==> src/rtl/isw_pkg.sv <==
package isw_pkg;
  // register byte offsets
  localparam logic [7:0] ISW_OFF_CTRL    = 8'h00;
  localparam logic [7:0] ISW_OFF_PFLAG_A = 8'h04;
  localparam logic [7:0] ISW_OFF_PFLAG_B = 8'h08;
  localparam logic [7:0] ISW_OFF_PEN_A   = 8'h0c;
  localparam logic [7:0] ISW_OFF_PEN_B   = 8'h10;
  localparam logic [7:0] ISW_OFF_STATUS  = 8'h14;
  localparam logic [7:0] ISW_OFF_ASYNC   = 8'h18;

  // irq_control_reg fields
  localparam int ISW_GIE_BIT  = 7;
  localparam int ISW_PGE_BIT  = 6;
  localparam int ISW_TEN_BIT  = 5;
  localparam int ISW_EEN_BIT  = 4;
  localparam int ISW_CEN_BIT  = 3;
  localparam int ISW_TFL_BIT  = 2;
  localparam int ISW_EFL_BIT  = 1;
  localparam int ISW_CFL_BIT  = 0;

  // status fields
  localparam int ISW_PD_BIT   = 3;
  localparam int ISW_TO_BIT   = 4;
  localparam int ISW_SLP_BIT  = 0;

  // widths: 3 core + 8 + 1 peripheral sources = 12
  localparam int ISW_NSRC     = 12;
  localparam int ISW_PA_W     = 8;
  localparam int ISW_PB_W     = 1;
  localparam int ISW_PORT_W   = 4;
  localparam int ISW_PC_W     = 13;

  // reset values
  localparam logic [7:0] ISW_CTRL_RST  = 8'h00;
  localparam logic       ISW_PD_RST    = 1'b1;
  localparam logic       ISW_TO_RST    = 1'b1;
  localparam logic [ISW_PC_W-1:0] ISW_VECTOR = 13'h0004;

  typedef enum logic [1:0] {
    ISW_RUN,
    ISW_SLEEP,
    ISW_POST_WAKE
  } isw_state_e;
endpackage : isw_pkg

==> src/rtl/isw_sync.sv <==
module isw_sync #(
  parameter int W = 1
) (
  input  wire logic         clk_i,
  input  wire logic         rst_i,
  input  wire logic [W-1:0] d_i,
  output logic      [W-1:0] q_o
);
  logic [W-1:0] meta_reg;

  // first stage is read only by the second
  always_ff @(posedge clk_i) begin
    if (rst_i) begin
      meta_reg <= '0;
      q_o      <= '0;
    end else begin
      meta_reg <= d_i;
      q_o      <= meta_reg;
    end
  end
endmodule : isw_sync

==> src/rtl/isw_top.sv <==
// Behaviour
// - twelve sources, each with flag and enable, plus one global enable
// - flags set on their events whatever the enables hold
// - global enable at control bit 7 gates every interrupt
// - global enable with flag and enable both set vectors at once
// - every reset clears the global enable
// - return from interrupt sets the global enable again
// - core flags in control register; peripheral group gated by group enable
// - taking an interrupt clears global enable, loads 0004h
// - pin and port-change response three to four cycles after event
// - power-down clears watchdog, clears pd, sets to, stops oscillator
// - ports hold their drive state during power-down
// - wake on reset, watchdog time-out or enabled interrupts
// - pd set at power-up; to cleared by watchdog wake-up
// - only asynchronous peripherals and the core sources raise flags while powered down
// - wake needs the source enable, not the global enable
// - after wake run prefetched instruction, then vector if enabled
// - enabled pending request makes power-down a no-operation
// - request during power-down completes it, then wakes at once
module isw_top
  import isw_pkg::*;
(
  input  wire logic                  clk_i,
  input  wire logic                  rst_i,
  input  wire logic                  wb_cyc_i,
  input  wire logic                  wb_stb_i,
  input  wire logic                  wb_we_i,
  input  wire logic [7:0]            wb_adr_i,
  input  wire logic [31:0]           wb_dat_i,
  input  wire logic [3:0]            wb_sel_i,
  output logic      [31:0]           wb_dat_o,
  output logic                       wb_ack_o,
  input  wire logic                  external_irq_pin_i,
  input  wire logic [ISW_PORT_W-1:0] port_change_i,
  input  wire logic                  timer_zero_ovf_i,
  input  wire logic [ISW_PA_W-1:0]   periph_evt_a_i,
  input  wire logic [ISW_PB_W-1:0]   periph_evt_b_i,
  input  wire logic                  core_sleep_i,
  input  wire logic                  core_return_from_irq_instr_i,
  input  wire logic                  core_step_i,
  input  wire logic                  watchdog_en_i,
  input  wire logic                  watchdog_timeout_i,
  output logic                       irq_take_o,
  output logic      [ISW_PC_W-1:0]   irq_vector_o,
  output logic                       watchdog_clear_o,
  output logic                       osc_stop_o,
  output logic                       io_hold_o,
  output logic                       wake_o
);
  logic [7:0]          ctrl_reg;
  logic [ISW_PA_W-1:0] pfa_reg, pea_reg;
  logic [ISW_PB_W-1:0] pfb_reg, peb_reg;
  logic [8:0]          async_reg;
  logic                pd_reg, to_reg;
  isw_state_e          state_reg;
  logic [ISW_PORT_W:0] pin_s, pin_prev_reg;
  logic                wr, acc;
  logic                ext_set, chg_set, pending;
  logic [ISW_PA_W-1:0] pa_set;
  logic [ISW_PB_W-1:0] pb_set;
  logic [7:0]          pfb_upd;
  logic                take, sleep_go, sleep_nop;

  function automatic logic hit(input logic [7:0] off);
    return wb_adr_i == off;
  endfunction : hit

  function automatic logic [7:0] upd(input logic [7:0] cur,
                                     input logic       sel,
                                     input logic [7:0] wd,
                                     input logic [7:0] set);
    return ((sel && wr) ? wd : cur) | set;
  endfunction : upd

  // pins pass two flops before edge detection
  isw_sync #(.W(ISW_PORT_W + 1)) u_sync (
    .clk_i (clk_i),
    .rst_i (rst_i),
    .d_i   ({external_irq_pin_i, port_change_i}),
    .q_o   (pin_s)
  );

  always_ff @(posedge clk_i) begin
    if (rst_i) pin_prev_reg <= '0;
    else       pin_prev_reg <= pin_s;
  end

  assign acc = wb_cyc_i && wb_stb_i && !wb_ack_o;
  assign wr  = acc && wb_we_i && wb_sel_i[0];
  assign ext_set = pin_s[ISW_PORT_W] && !pin_prev_reg[ISW_PORT_W];
  assign chg_set = pin_s[ISW_PORT_W-1:0] != pin_prev_reg[ISW_PORT_W-1:0];
  // clocked peripherals are frozen while the oscillator is off
  assign pa_set = periph_evt_a_i &
                  ((state_reg == ISW_SLEEP) ? async_reg[7:0]
                                            : '1);
  assign pb_set = periph_evt_b_i &
                  ((state_reg == ISW_SLEEP) ? async_reg[8:8]
                                            : '1);

  // enabled request regardless of global enable
  assign pending = (ctrl_reg[ISW_TEN_BIT] && ctrl_reg[ISW_TFL_BIT]) ||
                   (ctrl_reg[ISW_EEN_BIT] && ctrl_reg[ISW_EFL_BIT]) ||
                   (ctrl_reg[ISW_CEN_BIT] && ctrl_reg[ISW_CFL_BIT]) ||
                   (ctrl_reg[ISW_PGE_BIT] &&
                    (|(pfa_reg & pea_reg) || |(pfb_reg & peb_reg)));
  assign take = (state_reg == ISW_RUN) && ctrl_reg[ISW_GIE_BIT] &&
                pending && !irq_take_o;
  assign sleep_go  = (state_reg == ISW_RUN) && core_sleep_i && !pending;
  assign sleep_nop = (state_reg == ISW_RUN) && core_sleep_i && pending;
  // flag b is one bit wide, so it shares the byte-wide update helper
  assign pfb_upd = upd({7'h00, pfb_reg}, hit(ISW_OFF_PFLAG_B),
                       wb_dat_i[7:0], {7'h00, pb_set});

  // control register: set wins over a software clear
  always_ff @(posedge clk_i) begin
    if (rst_i) begin
      ctrl_reg <= ISW_CTRL_RST;
    end else begin
      ctrl_reg <= upd(ctrl_reg, hit(ISW_OFF_CTRL), wb_dat_i[7:0],
                      {5'h00, timer_zero_ovf_i, ext_set, chg_set});
      if (take)
        ctrl_reg[ISW_GIE_BIT] <= 1'b0;
      else if (core_return_from_irq_instr_i)
        ctrl_reg[ISW_GIE_BIT] <= 1'b1;
    end
  end

  // peripheral flags and enables
  always_ff @(posedge clk_i) begin
    if (rst_i) begin
      pfa_reg   <= '0;
      pfb_reg   <= '0;
      pea_reg   <= '0;
      peb_reg   <= '0;
      async_reg <= '0;
    end else begin
      pfa_reg <= upd(pfa_reg, hit(ISW_OFF_PFLAG_A), wb_dat_i[7:0],
                     pa_set);
      pfb_reg <= pfb_upd[ISW_PB_W-1:0];
      if (wr && hit(ISW_OFF_PEN_A)) pea_reg <= wb_dat_i[7:0];
      if (wr && hit(ISW_OFF_PEN_B)) peb_reg <= wb_dat_i[0:0];
      if (wr && hit(ISW_OFF_ASYNC)) async_reg <= wb_dat_i[8:0];
    end
  end

  // power-down sequencing
  always_ff @(posedge clk_i) begin
    if (rst_i) begin
      state_reg <= ISW_RUN;
      pd_reg    <= ISW_PD_RST;
      to_reg    <= ISW_TO_RST;
    end else begin
      case (state_reg)
        ISW_RUN: begin
          if (sleep_go) begin
            state_reg <= ISW_SLEEP;
            pd_reg    <= 1'b0;
            to_reg    <= 1'b1;
          end
        end
        ISW_SLEEP: begin
          if (pending) begin
            state_reg <= ISW_POST_WAKE;
          end else if (watchdog_en_i && watchdog_timeout_i) begin
            state_reg <= ISW_POST_WAKE;
            to_reg    <= 1'b0;
          end
        end
        ISW_POST_WAKE: begin
          // prefetched instruction must retire before vectoring
          if (core_step_i) state_reg <= ISW_RUN;
        end
        default: state_reg <= ISW_RUN;
      endcase
    end
  end

  // core-facing outputs
  always_ff @(posedge clk_i) begin
    if (rst_i) begin
      irq_take_o       <= 1'b0;
      irq_vector_o     <= ISW_VECTOR;
      watchdog_clear_o <= 1'b0;
      osc_stop_o       <= 1'b0;
      io_hold_o        <= 1'b0;
      wake_o           <= 1'b0;
    end else begin
      irq_take_o       <= take;
      irq_vector_o     <= ISW_VECTOR;
      watchdog_clear_o <= sleep_go;
      osc_stop_o       <= (state_reg == ISW_SLEEP) ? !wake_cond()
                                                   : sleep_go;
      io_hold_o        <= (state_reg == ISW_SLEEP) ? !wake_cond()
                                                   : sleep_go;
      wake_o           <= (state_reg == ISW_SLEEP) && wake_cond();
    end
  end

  function automatic logic wake_cond();
    return pending || (watchdog_en_i && watchdog_timeout_i);
  endfunction : wake_cond

  // wishbone classic slave, one wait state
  always_ff @(posedge clk_i) begin
    if (rst_i) begin
      wb_ack_o <= 1'b0;
      wb_dat_o <= '0;
    end else begin
      wb_ack_o <= acc;
      if (acc && !wb_we_i) begin
        if (hit(ISW_OFF_CTRL))         wb_dat_o <= {24'h0, ctrl_reg};
        else if (hit(ISW_OFF_PFLAG_A)) wb_dat_o <= {24'h0, pfa_reg};
        else if (hit(ISW_OFF_PFLAG_B)) wb_dat_o <= {31'h0, pfb_reg};
        else if (hit(ISW_OFF_PEN_A))   wb_dat_o <= {24'h0, pea_reg};
        else if (hit(ISW_OFF_PEN_B))   wb_dat_o <= {31'h0, peb_reg};
        else if (hit(ISW_OFF_STATUS))
          wb_dat_o <= {27'h0, to_reg, pd_reg, 2'h0,
                       state_reg == ISW_SLEEP};
        else if (hit(ISW_OFF_ASYNC))   wb_dat_o <= {23'h0, async_reg};
        else                           wb_dat_o <= '0;
      end
    end
  end

  a_reset_gie_clear: assert property (
    @(posedge clk_i) rst_i |=> !ctrl_reg[ISW_GIE_BIT])
    else $error("global enable not cleared by reset");

  a_take_needs_gie: assert property (
    @(posedge clk_i) disable iff (rst_i)
    irq_take_o |-> $past(ctrl_reg[ISW_GIE_BIT]) && $past(pending))
    else $error("vector taken without enable and request");

  a_take_clears_gie: assert property (
    @(posedge clk_i) disable iff (rst_i)
    irq_take_o |-> !ctrl_reg[ISW_GIE_BIT] &&
                   irq_vector_o == ISW_VECTOR)
    else $error("take did not clear enable or load vector");

  a_take_at_once: assert property (
    @(posedge clk_i) disable iff (rst_i)
    take |=> irq_take_o)
    else $error("enabled request not vectored");

  a_return_from_irq_instr_sets_gie: assert property (
    @(posedge clk_i) disable iff (rst_i)
    core_return_from_irq_instr_i && !take |=> ctrl_reg[ISW_GIE_BIT])
    else $error("return did not set global enable");

  a_timer_flag_sticky: assert property (
    @(posedge clk_i) disable iff (rst_i)
    ctrl_reg[ISW_TFL_BIT] && !(wr && hit(ISW_OFF_CTRL))
    |=> ctrl_reg[ISW_TFL_BIT])
    else $error("flag cleared without software");

  a_ext_latency: assert property (
    @(posedge clk_i) disable iff (rst_i)
    $rose(external_irq_pin_i) |-> ##[1:3] ctrl_reg[ISW_EFL_BIT])
    else $error("pin flag late");

  a_sleep_entry_fx: assert property (
    @(posedge clk_i) disable iff (rst_i)
    sleep_go |=> !pd_reg && to_reg && osc_stop_o && watchdog_clear_o)
    else $error("power-down entry effects missing");

  a_sleep_nop_keep: assert property (
    @(posedge clk_i) disable iff (rst_i)
    sleep_nop |=> $stable(pd_reg) && $stable(to_reg) &&
                  !watchdog_clear_o && !osc_stop_o)
    else $error("power-down not a no-operation");

  a_wake_on_pending: assert property (
    @(posedge clk_i) disable iff (rst_i)
    state_reg == ISW_SLEEP && pending |=> wake_o && !osc_stop_o)
    else $error("enabled request did not wake");

  a_wdt_wake_to: assert property (
    @(posedge clk_i) disable iff (rst_i)
    state_reg == ISW_SLEEP && !pending && watchdog_en_i &&
    watchdog_timeout_i |=> !to_reg && wake_o)
    else $error("watchdog wake did not clear time-out bit");
endmodule : isw_top

==> config.mk <==
export PLATFORM = sky130hd
export DESIGN_NAME = isw_top
export DESIGN_NICKNAME = d
export VERILOG_FILES = /design/src/rtl/isw_pkg.sv /design/src/rtl/isw_sync.sv /design/src/rtl/isw_top.sv
export SDC_FILE = /design/constraint.sdc
export NUM_CORES = 1
export LEC_CHECK = 0
export BUFFER_PORTS_ARGS = -buffer_cell sky130_fd_sc_hd__buf_2
export CORE_MARGIN = 1.5
export CORE_UTILIZATION = 35
export CTS_BUF_LIST = sky130_fd_sc_hd__clkbuf_2
export DETAILED_ROUTE_END_ITERATION = 6
export PLACE_DENSITY = 0.61
export SETUP_SLACK_MARGIN = 0.02
export SYNTH_ARGS = -nofsm -noshare
export SYNTH_HDL_FRONTEND = slang
export SYNTH_SLANG_ARGS = --single-unit
==> constraint.sdc <==
create_clock -name clk_i -period 2 [get_ports clk_i]
set_input_delay 0.1 -clock clk_i [delete_from_list [all_inputs] [get_ports clk_i]]
set_output_delay 0.1 -clock clk_i [all_outputs]
set_load 0.005 [all_outputs]
==> flow_metrics.py <==
metrics = {
    "status": {
        "status": "finished, final reports clean",
    },
    "route": {
        "drt-pass1-iter-count": 4,
        "ant_nets": 0,
        "viasPerCell": 4.86,
        "drc": 0,
        "vias": 2718,
        "drtIter0Drc": 196,
        "wirelength_um": 7710,
        "wl_per_cell_um": 13.8,
    },
    "timing": {
        "fin_setup_tns_ns": 0,
        "setup_viol": 0,
        "fin_crit_sh_pct": 89.4,
        "hold_viol": 0,
        "finalClockSkew_ns": 0.0135,
        "drv_slew": 0,
        "fin_crit_ns": 1.79,
        "worst_slack_ns": 0.213,
        "worstMarginPinSlew_ns": 0.693,
        "slew_headroom_pct": 53.8,
        "max_freq_mhz": 559,
        "rsz0062_at_grt": "false",
    },
    "placement": {
        "gp_congestion": 0.851,
        "pre_cts_ws_ns": 0.160,
        "port_buffers": 57,
        "dp_hpwl_um": 5480,
    },
    "final_layout": {
        "layout_common_cells": "dfxtp_1 (68), buf_2 (57), conb_1 (36)",
        "area.growth.synth_to_final_pct": 25.7,
        "final_common_cell": "dfxtp_1",
        "drive_gt1_share_pct": 22.2,
        "nNetsFinal": 515,
        "diodes": 0,
    },
    "clock_tree": {
        "htree_num_levels": 3,
        "insertion_delay_ns": 0.49,
        "numCtsBuffers": 9,
        "clockRootBuffer": "clkbuf_2",
        "cts.path.max_buffers": 2,
        "path_clk_slew_ns": 0.18,
        "cts_resized": 0,
        "tritoncts": "yes",
        "cts_sinks": 68,
    },
    "critical_path": {
        "critPathMaxStageDelay_ns": 0.53,
        "critical_path.top_delay_family": "buffers and inverters",
        "end_kind": "flip-flop",
        "path_class": "in -> reg",
        "cp_num_buf_inv": 3,
        "cp_data_arrival_time_ns": 2.17,
        "worst_ep_required_time_ns": 2.39,
        "slowest_stage": "dlygate4sd3_1",
        "cp_max_fo": 6,
        "critical_path.startpoint_type": "input pin",
        "worstPathCellList": "dlygate4sd3_1 > buf_2 > or4_4 > nor4_4 > buf_4 > mux2i_1 > a21oi_1",
    },
    "floorplanning": {
        "coreArea_um2": 8720,
        "io_pins": 120,
        "start_util_pct": 36.0,
        "die-area_um2": 9540,
        "placementRows": 34,
        "die_h_um": 97.7,
        "die_w_um": 97.7,
    },
    "synth": {
        "ys_types": 46,
        "syn_inst": 347,
        "ys_ff_latch": 68,
        "async_flop_share_pct": 0,
        "synth_edf_count": 0,
        "seq_area_frac_synth_pct": 43.4,
        "synth_ff_type": "dfxtp_1",
        "syn_area_per_cell_um2": 9.04,
        "ys_warn_count": 0,
        "syn_area_um2": 3140,
    },
    "global_route": {
        "overflow": 0,
        "grt_usage_pct": 16.6,
        "grt_first_pass_wirelength_um": 12400,
        "grt_max_degree": 41,
        "antenna_found_initial": 0,
        "grt_pass1_vias": 2464,
    },
    "power_and_ir_drop": {
        "irDropWorstVdd_v": 0.000453,
        "p_per_area_nw_per_um2": 674,
        "power.leakage_uw": 0.00179,
    },
    "hold_path": {
        "worstHoldPathType": "in -> reg",
    },
    "flow_run": {
        "drv_cap": 0,
    },
}
==> final cells by class <==
cell class,count,area [um^2]
flip-flops and latches,68,1360
clock inverters,7,91.3
well taps,108,135
clock buffers,9,45.0
multi-input cells,257,1550
fillers,845,4780
repair buffers,108,751
inverters,2,7.51
==> where the power goes <==
group          total, uW  internal, uW  switching (uW)
clock                909           410             498
sequential          1440          1410            32.2
combinational        313           154             160
==> worst paths after layout <==
check / startpoint / slack, ns / cells after the start / to
hold reg to reg: u_sync.meta_reg[3] / 0.46 / 1 / u_sync.q_o[3]
hold / removal: wb_we_i / 0.07 / 5 / wb_dat_o[1]
setup reg to reg: wb_ack_o / 0.24 / 5 / ctrl_reg[0]
setup / recovery: wb_adr_i[4] / 0.21 / 7 / ctrl_reg[0]
==> timing repair <==
item / CTS / global route
hold buffers: 33 / 0
setup buffers: 0 / 0
endpoints found under the hold margin: 46 / 0
==> stage by stage <==
| step | hold WS, ns | std cells | total power (uW) | utilization (%) | instance area, um^2 |
|---|---|---|---|---|---|
| after floorplan | 0.228 | 381 | 1660 | - | 3260 |
| after global placement | 0.309 | 510 | 1720 | 39.9 | 3480 |
| after detailed placement | 0.312 | 510 | 1730 | 39.9 | 3480 |
| after CTS | 0.0416 | 559 | 2680 | 45.2 | 3940 |
| after global routing | 0.0506 | 559 | 2790 | 45.2 | 3940 |
| final | 0.0711 | 559 | 2660 | 45.2 | 3940 |
==> worst min-delay path: stages <==
cell and delay [ns]:
buf_2 0.10, nor2_1 0.04, buf_4 0.17, nor2_1 0.09
nor3_1 0.05
==> kinds of logic (layout without fill, tap and decap cells) <==
| family | Yosys count | count (layout) | share of synthesized area, % |
|---|---|---|---|
| XOR/XNOR | 4 | 4 | 1.12 |
| other | 2 | 36 | 0.239 |
| buffers and inverters | 56 | 126 | 11.2 |
| AND/OR/NAND/NOR | 115 | 115 | 19.2 |
| multiplexers | 32 | 32 | 10.4 |
| flip-flops | 68 | 68 | 43.4 |
| AO/OA/AOI/OAI | 70 | 70 | 14.5 |
==> cells in the mapped netlist, types with 3 or more instances <==
cell type   n  area share (%)
nand2b_1    3            0.60
mux2i_1    31             9.9
nor3b_1     3            0.72
nor2_1     27             3.2
buf_4      37             8.9
a221oi_1    5             1.4
dfxtp_1    68              43
nor2b_1    19             3.8
a21oi_1    25             4.0
o21ai_0    15             2.4
nor3_1      7             1.1
buf_1       3            0.36
nand2_1    25             3.0
clkbuf_1   13             1.6
nand3_1    14             2.2
xor2_1      4             1.1
a22oi_1     5             1.2
a22o_1      4             1.1
==> layer usage <==
metal / vias up / track usage [%] / share of wire, %
met2: 104 / 25.7 / 46
met4: 0 / 6.81 / 1.8
met1: 1260 / 22.5 / 46
met3: 12 / 3.24 / 6.7
met5: - / 0 / 0
li1: 1342 / - / -
Power figures use the tool's default switching activity.
